===== src/verilog/usb_phy_ctrl_pkg.sv =====
// Purpose: Constants and carriers for the transceiver control register bank
// Assumes: AHB-Lite slave, 32-bit data, word registers
// Notes:   Interrupt registers sit beside the control word
package usb_phy_ctrl_pkg;

    localparam logic [7:0] OFF_CONTROL  = 8'h40;
    localparam logic [7:0] OFF_LINE     = 8'h44;
    localparam logic [7:0] OFF_IRQ_STAT = 8'h48;
    localparam logic [7:0] OFF_IRQ_CLR  = 8'h4C;
    localparam logic [7:0] OFF_IRQ_EN   = 8'h50;

    localparam int BIT_PD_DISABLE = 18;
    localparam int BIT_SE0_CAUSE  = 13;
    localparam int BIT_K_CAUSE    = 12;
    localparam int FILT_LSB       = 8;
    localparam int FILT_W         = 4;
    localparam int BIT_RESUME_EN  = 7;
    localparam int CONF_LSB       = 4;
    localparam int CONF_W         = 3;

    localparam logic [31:0] CONTROL_RESET = 32'h0000_0000;
    localparam logic [31:0] CONTROL_WMASK = 32'h0004_3FF0;

    localparam int IRQ_SE0    = 0;
    localparam int IRQ_K      = 1;
    localparam int IRQ_CHANGE = 2;
    localparam int IRQ_W      = 3;

    localparam logic [1:0] LINE_SE0 = 2'h0;
    localparam logic [1:0] LINE_J   = 2'h1;
    localparam logic [1:0] LINE_K   = 2'h2;

    localparam logic [1:0] HTRANS_NONSEQ = 2'h2;
    localparam logic [2:0] HSIZE_WORD    = 3'h2;

    typedef struct packed {
        logic       pulldownDisable;
        logic       resumeEnable;
        logic [2:0] transceiverConfigPins;
    } phy_pins_t;

endpackage


===== src/verilog/usb_phy_control_reg.sv =====
// Purpose: Transceiver control register with line filter and resume flags
// Assumes: Inputs synchronous to core_clk; single word AHB-Lite transfers
// Notes:   Zero wait states; response always OKAY
//
// Functional notes
// - Pulldown disable bit turns off port pulldowns
// - Reset-signalling auto-resume sets SE0 cause flag
// - Resume-signalling auto-resume sets K cause flag
// - Line change held two-to-filter-field clocks
// - Resume enable lets hardware resume from suspend
// - Config field drives three transceiver pins
//
// Chosen here: the AHB-Lite interface to the registers.
`timescale 1ns/1ps
module usb_phy_control_reg
(
    input  wire logic                          core_clk,
    input  wire logic                          nrst,
    input  wire logic                          hsel,
    input  wire logic [31:0]                   haddr,
    input  wire logic [1:0]                    htrans,
    input  wire logic                          hwrite,
    input  wire logic [2:0]                    hsize,
    input  wire logic [31:0]                   hwdata,
    input  wire logic                          hready,
    output logic      [31:0]                   hrdata,
    output logic                               hreadyout,
    output logic                               hresp,
    input  wire logic [1:0]                    lineStateRaw,
    input  wire logic                          suspended,
    output logic      [1:0]                    lineStateFilt,
    output logic                               resumeReq,
    output usb_phy_ctrl_pkg::phy_pins_t        phyPins,
    output logic                               irq
);

    logic [31:0]                          control;
    logic [usb_phy_ctrl_pkg::IRQ_W-1:0]   irqStat;
    logic [usb_phy_ctrl_pkg::IRQ_W-1:0]   irqEn;
    logic                                 wrPending;
    logic [7:0]                           wrAddr;
    logic [15:0]                          filtCount;
    logic [1:0]                           lineCand;
    logic                                 se0Event;
    logic                                 kEvent;
    logic                                 changeEvent;
    logic                                 accept;
    logic [3:0]                           filtSel;
    logic [15:0]                          filtLimit;

    ////////////////////////////////////////////////////////////////////////
    // Bus slave
    assign accept    = hsel && hready && htrans == usb_phy_ctrl_pkg::HTRANS_NONSEQ;
    assign hreadyout = 1'b1;
    assign hresp     = 1'b0;

    always_ff @(posedge core_clk or negedge nrst)
    begin
        if (!nrst)
        begin
            wrPending <= 1'b0;
            wrAddr    <= 8'h00;
        end
        else
        begin
            wrPending <= accept && hwrite && hsize == usb_phy_ctrl_pkg::HSIZE_WORD;
            wrAddr    <= haddr[7:0];
        end
    end

    // Reads sampled in address phase; unmapped reads give zero
    always_ff @(posedge core_clk or negedge nrst)
    begin
        if (!nrst)
            hrdata <= 32'h0000_0000;
        else if (accept && !hwrite)
        begin
            case (haddr[7:0])
                usb_phy_ctrl_pkg::OFF_CONTROL:  hrdata <= control;
                usb_phy_ctrl_pkg::OFF_LINE:     hrdata <= 32'(lineStateFilt);
                usb_phy_ctrl_pkg::OFF_IRQ_STAT: hrdata <= 32'(irqStat);
                usb_phy_ctrl_pkg::OFF_IRQ_EN:   hrdata <= 32'(irqEn);
                default:                        hrdata <= 32'h0000_0000;
            endcase
        end
    end

    ////////////////////////////////////////////////////////////////////////
    // Control word
    always_ff @(posedge core_clk or negedge nrst)
    begin
        if (!nrst)
            control <= usb_phy_ctrl_pkg::CONTROL_RESET;
        else
        begin
            if (wrPending && wrAddr == usb_phy_ctrl_pkg::OFF_CONTROL)
            begin
                control <= hwdata & usb_phy_ctrl_pkg::CONTROL_WMASK;
                // Flags clear only by writing zero
                control[usb_phy_ctrl_pkg::BIT_SE0_CAUSE] <= control[usb_phy_ctrl_pkg::BIT_SE0_CAUSE]
                    & hwdata[usb_phy_ctrl_pkg::BIT_SE0_CAUSE];
                control[usb_phy_ctrl_pkg::BIT_K_CAUSE] <= control[usb_phy_ctrl_pkg::BIT_K_CAUSE]
                    & hwdata[usb_phy_ctrl_pkg::BIT_K_CAUSE];
            end
            // Set after clear so the event wins
            if (se0Event)
                control[usb_phy_ctrl_pkg::BIT_SE0_CAUSE] <= 1'b1;
            if (kEvent)
                control[usb_phy_ctrl_pkg::BIT_K_CAUSE] <= 1'b1;
        end
    end

    // One driver for the whole carrier
    assign phyPins = '{
        pulldownDisable:       control[usb_phy_ctrl_pkg::BIT_PD_DISABLE],
        resumeEnable:          control[usb_phy_ctrl_pkg::BIT_RESUME_EN],
        transceiverConfigPins: control[usb_phy_ctrl_pkg::CONF_LSB +: usb_phy_ctrl_pkg::CONF_W]
    };

    ////////////////////////////////////////////////////////////////////////
    // Line state filter
    assign filtSel   = control[usb_phy_ctrl_pkg::FILT_LSB +: usb_phy_ctrl_pkg::FILT_W];
    assign filtLimit = 16'h0001 << filtSel;

    // Candidate must stay stable for 2^n clocks before it is passed on
    always_ff @(posedge core_clk or negedge nrst)
    begin
        if (!nrst)
        begin
            lineCand      <= usb_phy_ctrl_pkg::LINE_J;
            lineStateFilt <= usb_phy_ctrl_pkg::LINE_J;
            filtCount     <= 16'h0000;
        end
        else if (lineStateRaw != lineCand)
        begin
            lineCand  <= lineStateRaw;
            filtCount <= 16'h0001;
        end
        else if (lineCand != lineStateFilt)
        begin
            if (filtCount >= filtLimit)
                lineStateFilt <= lineCand;
            else
                filtCount <= filtCount + 16'h0001;
        end
    end

    assign changeEvent = lineCand != lineStateFilt && lineStateRaw == lineCand && filtCount >= filtLimit;

    ////////////////////////////////////////////////////////////////////////
    // Auto-resume: only while suspended and enabled
    assign se0Event = changeEvent && suspended && phyPins.resumeEnable
                      && lineCand == usb_phy_ctrl_pkg::LINE_SE0;
    assign kEvent   = changeEvent && suspended && phyPins.resumeEnable
                      && lineCand == usb_phy_ctrl_pkg::LINE_K;

    always_ff @(posedge core_clk or negedge nrst)
    begin
        if (!nrst)
            resumeReq <= 1'b0;
        else
            resumeReq <= se0Event || kEvent;
    end

    ////////////////////////////////////////////////////////////////////////
    // Interrupts
    always_ff @(posedge core_clk or negedge nrst)
    begin
        if (!nrst)
            irqEn <= '0;
        else if (wrPending && wrAddr == usb_phy_ctrl_pkg::OFF_IRQ_EN)
            irqEn <= hwdata[usb_phy_ctrl_pkg::IRQ_W-1:0];
    end

    always_ff @(posedge core_clk or negedge nrst)
    begin
        if (!nrst)
            irqStat <= '0;
        else
        begin
            if (wrPending && wrAddr == usb_phy_ctrl_pkg::OFF_IRQ_CLR)
                irqStat <= irqStat & ~hwdata[usb_phy_ctrl_pkg::IRQ_W-1:0];
            if (se0Event)
                irqStat[usb_phy_ctrl_pkg::IRQ_SE0] <= 1'b1;
            if (kEvent)
                irqStat[usb_phy_ctrl_pkg::IRQ_K] <= 1'b1;
            if (changeEvent)
                irqStat[usb_phy_ctrl_pkg::IRQ_CHANGE] <= 1'b1;
        end
    end

    assign irq = |(irqStat & irqEn);
endmodule


===== config.mk =====
export PLATFORM = sky130hd
export DESIGN_NAME = usb_phy_control_reg
export DESIGN_NICKNAME = d
export VERILOG_FILES = /design/src/verilog/usb_phy_ctrl_pkg.sv /design/src/verilog/usb_phy_control_reg.sv
export SDC_FILE = /design/constraint.sdc
export NUM_CORES = 1
export LEC_CHECK = 0
export BUFFER_PORTS_ARGS = -buffer_cell sky130_fd_sc_hd__buf_4
export CAP_MARGIN = 10
export CORE_ASPECT_RATIO = 0.5
export CORE_MARGIN = 5
export CORE_UTILIZATION = 50
export CTS_CLUSTER_SIZE = 20
export DETAILED_ROUTE_END_ITERATION = 7
export GPL_TIMING_DRIVEN = 0
export PLACE_DENSITY = 0.81
export SLEW_MARGIN = 10
export SYNTH_ARGS = -nofsm -noshare
export SYNTH_HDL_FRONTEND = slang
export SYNTH_SLANG_ARGS = --single-unit

===== constraint.sdc =====
create_clock -name core_clk -period 3.55 [get_ports core_clk]
set_input_delay 0.355 -clock core_clk [delete_from_list [all_inputs] [get_ports core_clk]]
set_output_delay 0.355 -clock core_clk [all_outputs]
set_load 0.01 [all_outputs]

**Word-level counts from Yosys, hierarchy flattened**

Index checks and enable logic that the tools add are counted.

- Reduce and logical (&&, ||, !) cells: 26
- Add/subtract/negate cells: 1
- Equality and inequality tests: 14
- Magnitude comparators: 1
- Multiplexer cells: 11
- Bitwise logic cells: 6
- Shift-type cells: 1

Operator list:

| kind | count |
|---|---|
| $pmux 19 s4 | 1 |
| $eq 8x7->1 const B | 7 |
| $mux 16 | 3 |
| $add 16x1->16 const B | 1 |
| $ge 16x16->1 | 1 |
| $shl 1x4->16 const A | 1 |
| $logic_and 1x1->1 | 14 |
| $mux 14 | 1 |
| $reduce_bool 2->1 | 6 |
| $and 3x3->3 | 2 |
| $mux 1 | 5 |
| $eq 2x2->1 const B | 2 |
| $ne 2x2->1 | 2 |
| $eq 3x2->1 const B | 1 |
| $mux 3 | 1 |
| $not 3->3 | 1 |
| $reduce_and 3->1 | 1 |
| $reduce_or 3->1 | 1 |
| $and 1x1->1 | 2 |
| $eq 2x2->1 | 1 |
| $logic_not 2->1 | 1 |
| $ne 2x2->1 const B | 1 |
| $reduce_and 2->1 | 1 |
| $logic_not 1->1 | 1 |
| 2 further kinds | 2 |

- Bits in registers: 79
- Input bits: 77
- Output and inout bits: 43
- Logic and storage cells: 74

**Logic depth before layout (Yosys ltp)**

- Depth in word-level cells: 7
- Gate-level depth with buffers: 12

**Worst setup path before layout**

No wires, ideal clock.

- Path type: reg2reg
- Start: register control[8]
- End: register filtCount[13]
- Clock period less this slack: 2.766 ns
- Setup time: 0.078 ns
- Slack: 0.784 ns
- Data arrival time: 2.688 ns
- Cell stages (with the launch flop): 12
- Buffers on the path: 2
- Required time: 3.472 ns
- Cells stage by stage: dfrtp_1 clkbuf_1 nor2b_1 nand2_1 ha_1 nor2b_4 o211a_1 o311ai_1 nand3_1 buf_6 or4_1 a21oi_1

- Word-level cells in the longest chain between the ends: 4

RTL lines:

| item | line | source |
|---|---|---|
| from (decl) | usb_phy_control_reg.sv:37 | `logic [31:0] control;` |
| from (signal assigned) | usb_phy_control_reg.sv:93 | `control <= usb_phy_ctrl_pkg::CONTROL_RESET;` |
| from (signal assigned) | usb_phy_control_reg.sv:98 | `control <= hwdata & usb_phy_ctrl_pkg::CONTROL_WMASK;` |
| from (signal, indexed assignment) | usb_phy_control_reg.sv:100 | `control[usb_phy_ctrl_pkg::BIT_SE0_CAUSE] <= control[usb_phy_ctrl_pkg::BIT_SE0_CAUSE]` |
| $shl 1x4->16 | usb_phy_control_reg.sv:123 | `assign filtLimit = 16'h0001 << filtSel;` |
| $ge 16x16->1 | usb_phy_control_reg.sv:141 | `if (filtCount >= filtLimit)` |
| $ne 2x2->1 (no source line) | - |  |
| $reduce_and 2->1 (no source line) | - |  |
| to (signal assigned) | usb_phy_control_reg.sv:144 | `filtCount <= filtCount + 16'h0001;` |
| to (decl) | usb_phy_control_reg.sv:42 | `logic [15:0] filtCount;` |

No other way between the ends.
A chain may end at the register's enable or synchronous reset.

**Final worst setup path**

- Start: register control[8]
- End: register filtCount[14]

Same word-level chain as after synthesis.

==> flow_summary.html <==
<table>
<tr><th>Metric</th><th>Value</th></tr>
<tr><th colspan="2">Global route</th></tr>
<tr><td>Most heavily used metal layer in global routing</td><td>met2</td></tr>
<tr><td>Maximum number of pins on one net before global-route repair</td><td>62</td></tr>
<tr><td>Met3 track demand over resource</td><td>5.85%</td></tr>
<tr><td>Initial antenna violation count</td><td>0</td></tr>
<tr><td>Total track usage</td><td>19.8%</td></tr>
<tr><td>Global routing usage on met2</td><td>between 30% and 40%</td></tr>
<tr><td>Congestion Overflow GR</td><td>0</td></tr>
<tr><td>First-pass GRT wire length</td><td>between 10,000 and 15,000 um</td></tr>
<tr><td>Number of global-route vias before repair</td><td>2,649</td></tr>
<tr><td>Global Route met1 Usage</td><td>23.1%</td></tr>
<tr><th colspan="2">Power</th></tr>
<tr><td>Leakage</td><td>0.00195 uW</td></tr>
<tr><td>Pwr per Cell Area</td><td>474 nW/um2</td></tr>
<tr><td>Peak supply drop</td><td>236 uV</td></tr>
<tr><td>Post-route total power</td><td>1960 uW</td></tr>
<tr><th colspan="2">Floorplanning</th></tr>
<tr><td>Die Width</td><td>124 um</td></tr>
<tr><td>Effective utilization at floorplan</td><td>52.5%</td></tr>
<tr><td>Placeable core region</td><td>6210 um2</td></tr>
<tr><td>Die footprint</td><td>8330 um2</td></tr>
<tr><td>FP Rows</td><td>20</td></tr>
<tr><td>Total I/O pin count</td><td>120</td></tr>
<tr><td>Height of the die</td><td>67.1 um</td></tr>
<tr><th colspan="2">Synth</th></tr>
<tr><td>Combinational family with the most area after synthesis</td><td>simple AND/OR/NAND/NOR gates</td></tr>
<tr><td>Synth warnings</td><td>0</td></tr>
<tr><td>Largest area contributor in the synthesized netlist</td><td>sky130_fd_sc_hd__dfrtp_1</td></tr>
<tr><td>Share of the synthesized area in the top cell type</td><td>45.3%</td></tr>
<tr><td>Most used flip-flop cell after synthesis</td><td>sky130_fd_sc_hd__dfrtp_1</td></tr>
<tr><td>Largest cells by area after synthesis</td><td>sky130_fd_sc_hd__dfrtp_1, sky130_fd_sc_hd__ha_1, sky130_fd_sc_hd__buf_4</td></tr>
<tr><td>Post-synthesis area per instance</td><td>~10 um2</td></tr>
<tr><td>Async set-reset flop share out of synthesis</td><td>between 90% and 100%</td></tr>
<tr><td>Most frequent cell after synthesis</td><td>sky130_fd_sc_hd__dfrtp_1</td></tr>
<tr><td>Flop and latch count out of synthesis</td><td>61</td></tr>
<tr><td>Cell area after technology mapping</td><td>3260 um2</td></tr>
<tr><td>Number of enable flip-flop cells after synthesis</td><td>0</td></tr>
<tr><td>XOR/XNOR Fraction of Synth Area</td><td>under 10%</td></tr>
<tr><td>Fraction of the yosys area taken by sequential cells</td><td>46.9%</td></tr>
<tr><td>Cells after synthesis</td><td>323</td></tr>
<tr><td>Synth cell count leaders</td><td>sky130_fd_sc_hd__dfrtp_1, sky130_fd_sc_hd__nand2_1, sky130_fd_sc_hd__buf_4</td></tr>
<tr><td>Cell variety after synth</td><td>between 40 and 50</td></tr>
<tr><td>Mux contribution to synthesized area</td><td>4.84%</td></tr>
<tr><td>Share of the synthesized area in compound gates (AO/OA/AOI/OAI)</td><td>a little over an eighth</td></tr>
<tr><td>Area fraction in and, or, nand and nor cells after synthesis</td><td>a little under a fifth</td></tr>
<tr><td>Arithmetic-cell share of the synthesized area counting full adders, half adders and majority gates</td><td>under 10%</td></tr>
<tr><th colspan="2">Layout</th></tr>
<tr><td>Area Overhead vs Synth</td><td>26.9%</td></tr>
<tr><td>Inserted Diodes</td><td>0</td></tr>
<tr><td>Fin nets</td><td>~500</td></tr>
<tr><td>Share of post-route cells with drive strength above 1</td><td>around 30%</td></tr>
<tr><td>Layout fillers</td><td>465</td></tr>
<tr><th colspan="2">Detailed routing</th></tr>
<tr><td>Wire length after detailed routing</td><td>around 7600 um</td></tr>
<tr><td>Per-cell routed wire length</td><td>between 15 and 20 um</td></tr>
<tr><td>Post-route antenna net violation count</td><td>0</td></tr>
<tr><td>Ratio of routed vias to standard cells</td><td>5.38</td></tr>
<tr><td>Iteration-0 DRC Markers</td><td>207</td></tr>
<tr><td>DRC</td><td>0</td></tr>
<tr><td>Count of TritonRoute iterations in the first routing pass</td><td>5</td></tr>
<tr><td>Detailed-route via count</td><td>roughly 2,700</td></tr>
<tr><th colspan="2">Critical path</th></tr>
<tr><td>Worst Setup End Kind</td><td>flip-flop</td></tr>
<tr><td>Required time of the critical path</td><td>between 3000 and 4000 ps</td></tr>
<tr><td>FF-to-FF End</td><td>filtCount[14]$_DFFE_PN0P_</td></tr>
<tr><td>R2R depth</td><td>10</td></tr>
<tr><td>CP startpoint kind</td><td>flip-flop</td></tr>
<tr><td>Setup slack, reg-to-reg</td><td>~380 ps</td></tr>
<tr><td>Worst-path maximum fanout</td><td>10</td></tr>
<tr><td>Beginning of the worst register-to-register path</td><td>control[8]$_DFFE_PN0P_</td></tr>
<tr><td>Critical path start-end classification</td><td>flip-flop to flip-flop</td></tr>
<tr><td>Data arrival time of the critical path</td><td>3420 ps</td></tr>
<tr><th colspan="2">Timing</th></tr>
<tr><td>Ratio of final minimum period to clock period</td><td>89.4%</td></tr>
<tr><td>Setup total negative slack</td><td>0 ps</td></tr>
<tr><td>Final Hold Violating Endpoints</td><td>0</td></tr>
<tr><td>Headroom to the max-slew limit</td><td>49.7%</td></tr>
<tr><td>Achievable Freq</td><td>0.315 GHz</td></tr>
<tr><td>Setup repair after global routing missed its margin</td><td>no</td></tr>
<tr><td>Post-layout minimum cycle time</td><td>3170 ps</td></tr>
<tr><td>Slew at the pin closest to its max-slew limit</td><td>roughly 750 ps</td></tr>
<tr><td>Pins over their slew limit</td><td>0</td></tr>
<tr><td>Largest clock skew in the final design</td><td>6.79 ps</td></tr>
<tr><td>Final setup violation count</td><td>0</td></tr>
<tr><th colspan="2">CTS</th></tr>
<tr><td>Maximum clock path buffer count</td><td>2</td></tr>
<tr><td>CTS tree</td><td>yes</td></tr>
<tr><td>Worst-skew pair later-pin latency</td><td>330 ps</td></tr>
<tr><td>Count of buffers added by post-CTS timing repair for setup</td><td>0</td></tr>
<tr><td>CTS buffer count</td><td>9</td></tr>
<tr><td>Clk Tree Root Cell</td><td>sky130_fd_sc_hd__clkbuf_16</td></tr>
<tr><td>Clk sink count</td><td>61</td></tr>
<tr><td>Number of levels the H-tree was split into</td><td>3</td></tr>
<tr><td>Clock transition at path regs</td><td>50 ps</td></tr>
<tr><th colspan="2">Placed design</th></tr>
<tr><td>Half-perimeter wire length of the detailed placement result</td><td>around 5600 um</td></tr>
<tr><td>Placer congestion estimate</td><td>0.908</td></tr>
<tr><td># port buffers</td><td>57</td></tr>
<tr><th colspan="2">Worst hold path</th></tr>
<tr><td>Worst hold path type</td><td>primary input to asynchronous set/reset pin</td></tr>
<tr><th colspan="2">Flow run</th></tr>
<tr><td>Max cap viols</td><td>0</td></tr>
<tr><th colspan="2">Status</th></tr>
<tr><td>Run status</td><td>finished, final reports clean</td></tr>
</table>
[area by class of cell]
cell class	instances	area, um2	area share [%]
sequential	61	1530	37.0
multi-input combinational	233	1520	36.7
timing repair buffer	57	428	10.3
buffer	38	248	5.99
clock buffer	9	225	5.45
tap	88	110	2.66
clock inverter	7	52.6	1.27
inverter	7	26.3	0.635
[registers in the layout, summed over array words and instances, names as in the netlist]
register       flops
control           11
filtCount         16
hrdata            14
irqEn              3
irqStat            3
lineCand           2
lineStateFilt      2
resumeReq          1
wrAddr             8
wrPending          1
[cell families (layout without fill, tap and decap cells)]
family	count (synthesis)	in the layout
xor gates and xnor gates	5	5
AOI/OAI and AO/OA	67	67
and+or+nand+nor	110	110
other	2	20
adders and majority gates	17	17
muxes	14	14
buffers and inverters	47	118
DFF	61	61
[how the worst max path moves through the flow]
stage | startpoint | end | slack, ps | cells past startpoint
6_report | control[8]$_DFFE_PN0P_ | filtCount[14]$_DFFE_PN0P_ | 380 | 10
5_1_grt | control[9]$_DFFE_PN0P_ | filtCount[10]$_DFFE_PN0P_ | 30 | 12
3_5_place_dp | control[8]$_DFFE_PN0P_ | filtCount[14]$_DFFE_PN0P_ | 340 | 11
4_1_cts | control[8]$_DFFE_PN0P_ | filtCount[6]$_DFFE_PN0P_ | 280 | 12
2_1_floorplan | control[8]$_DFFE_PN0P_ | filtCount[13]$_DFFE_PN0P_ | 780 | 11
3_3_place_gp | control[8]$_DFFE_PN0P_ | filtCount[10]$_DFFE_PN0P_ | 480 | 12
[placed cells by master (no fill, tap or decap), types with 10 or more instances in the layout]
master / netlist / routed
sky130_fd_sc_hd__a21oi_1: 19 / 19
sky130_fd_sc_hd__a22o_1: 12 / 12
sky130_fd_sc_hd__buf_4: 25 / 82
sky130_fd_sc_hd__conb_1: 2 / 20
sky130_fd_sc_hd__dfrtp_1: 59 / 59
sky130_fd_sc_hd__ha_1: 17 / 17
sky130_fd_sc_hd__mux2_2: 14 / 14
sky130_fd_sc_hd__nand2_1: 35 / 35
sky130_fd_sc_hd__nand3_1: 16 / 16
sky130_fd_sc_hd__nor2_1: 10 / 10
sky130_fd_sc_hd__o21ai_0: 19 / 19
[layer usage]
layer  part of all wire (%)  vias up
li1                       -     1293
met4                    1.6        0
met2                     49       91
met3                    7.1       14
met1                     42     1290
met5                      0        -
[repair_timing]
action                                  in CTS  in global routing
hold endpoints to repair                     0                  0
hold buffers                                 0                  0
endpoints found under the setup margin       0                  9
resized for setup                            0                  2
[report_power, final]
| group | internal (uW) | switching, uW |
|---|---|---|
| clock | 473 | 333 |
| combinational | 159 | 192 |
| sequential | 752 | 49.3 |
[stage by stage]
step                cells  hold WS [ps]  area, um2  setup slack, ps  utilization [%]
finish                500          90.8       4140              378             66.6
global route          500           131       4140             27.7             66.6
CTS                   502           118       4140              282             66.7
detailed placement    486           473       3860              336             62.3
global placement      486           457       3860              483             62.3
floorplan             341          59.4       3330              784                -
[critical path: stages (launching register included)]
cell and delay (ps):
sky130_fd_sc_hd__dfrtp_1 530, sky130_fd_sc_hd__nor2b_1 300, sky130_fd_sc_hd__nand2_1 100, sky130_fd_sc_hd__ha_1 300
sky130_fd_sc_hd__nor2b_4 130, sky130_fd_sc_hd__o211a_1 210, sky130_fd_sc_hd__o311ai_1 440, sky130_fd_sc_hd__nand3_1 230
sky130_fd_sc_hd__buf_6 190, sky130_fd_sc_hd__or4_1 500, sky130_fd_sc_hd__a21oi_1 150
Note: power is estimated with default switching activity, not from simulation.
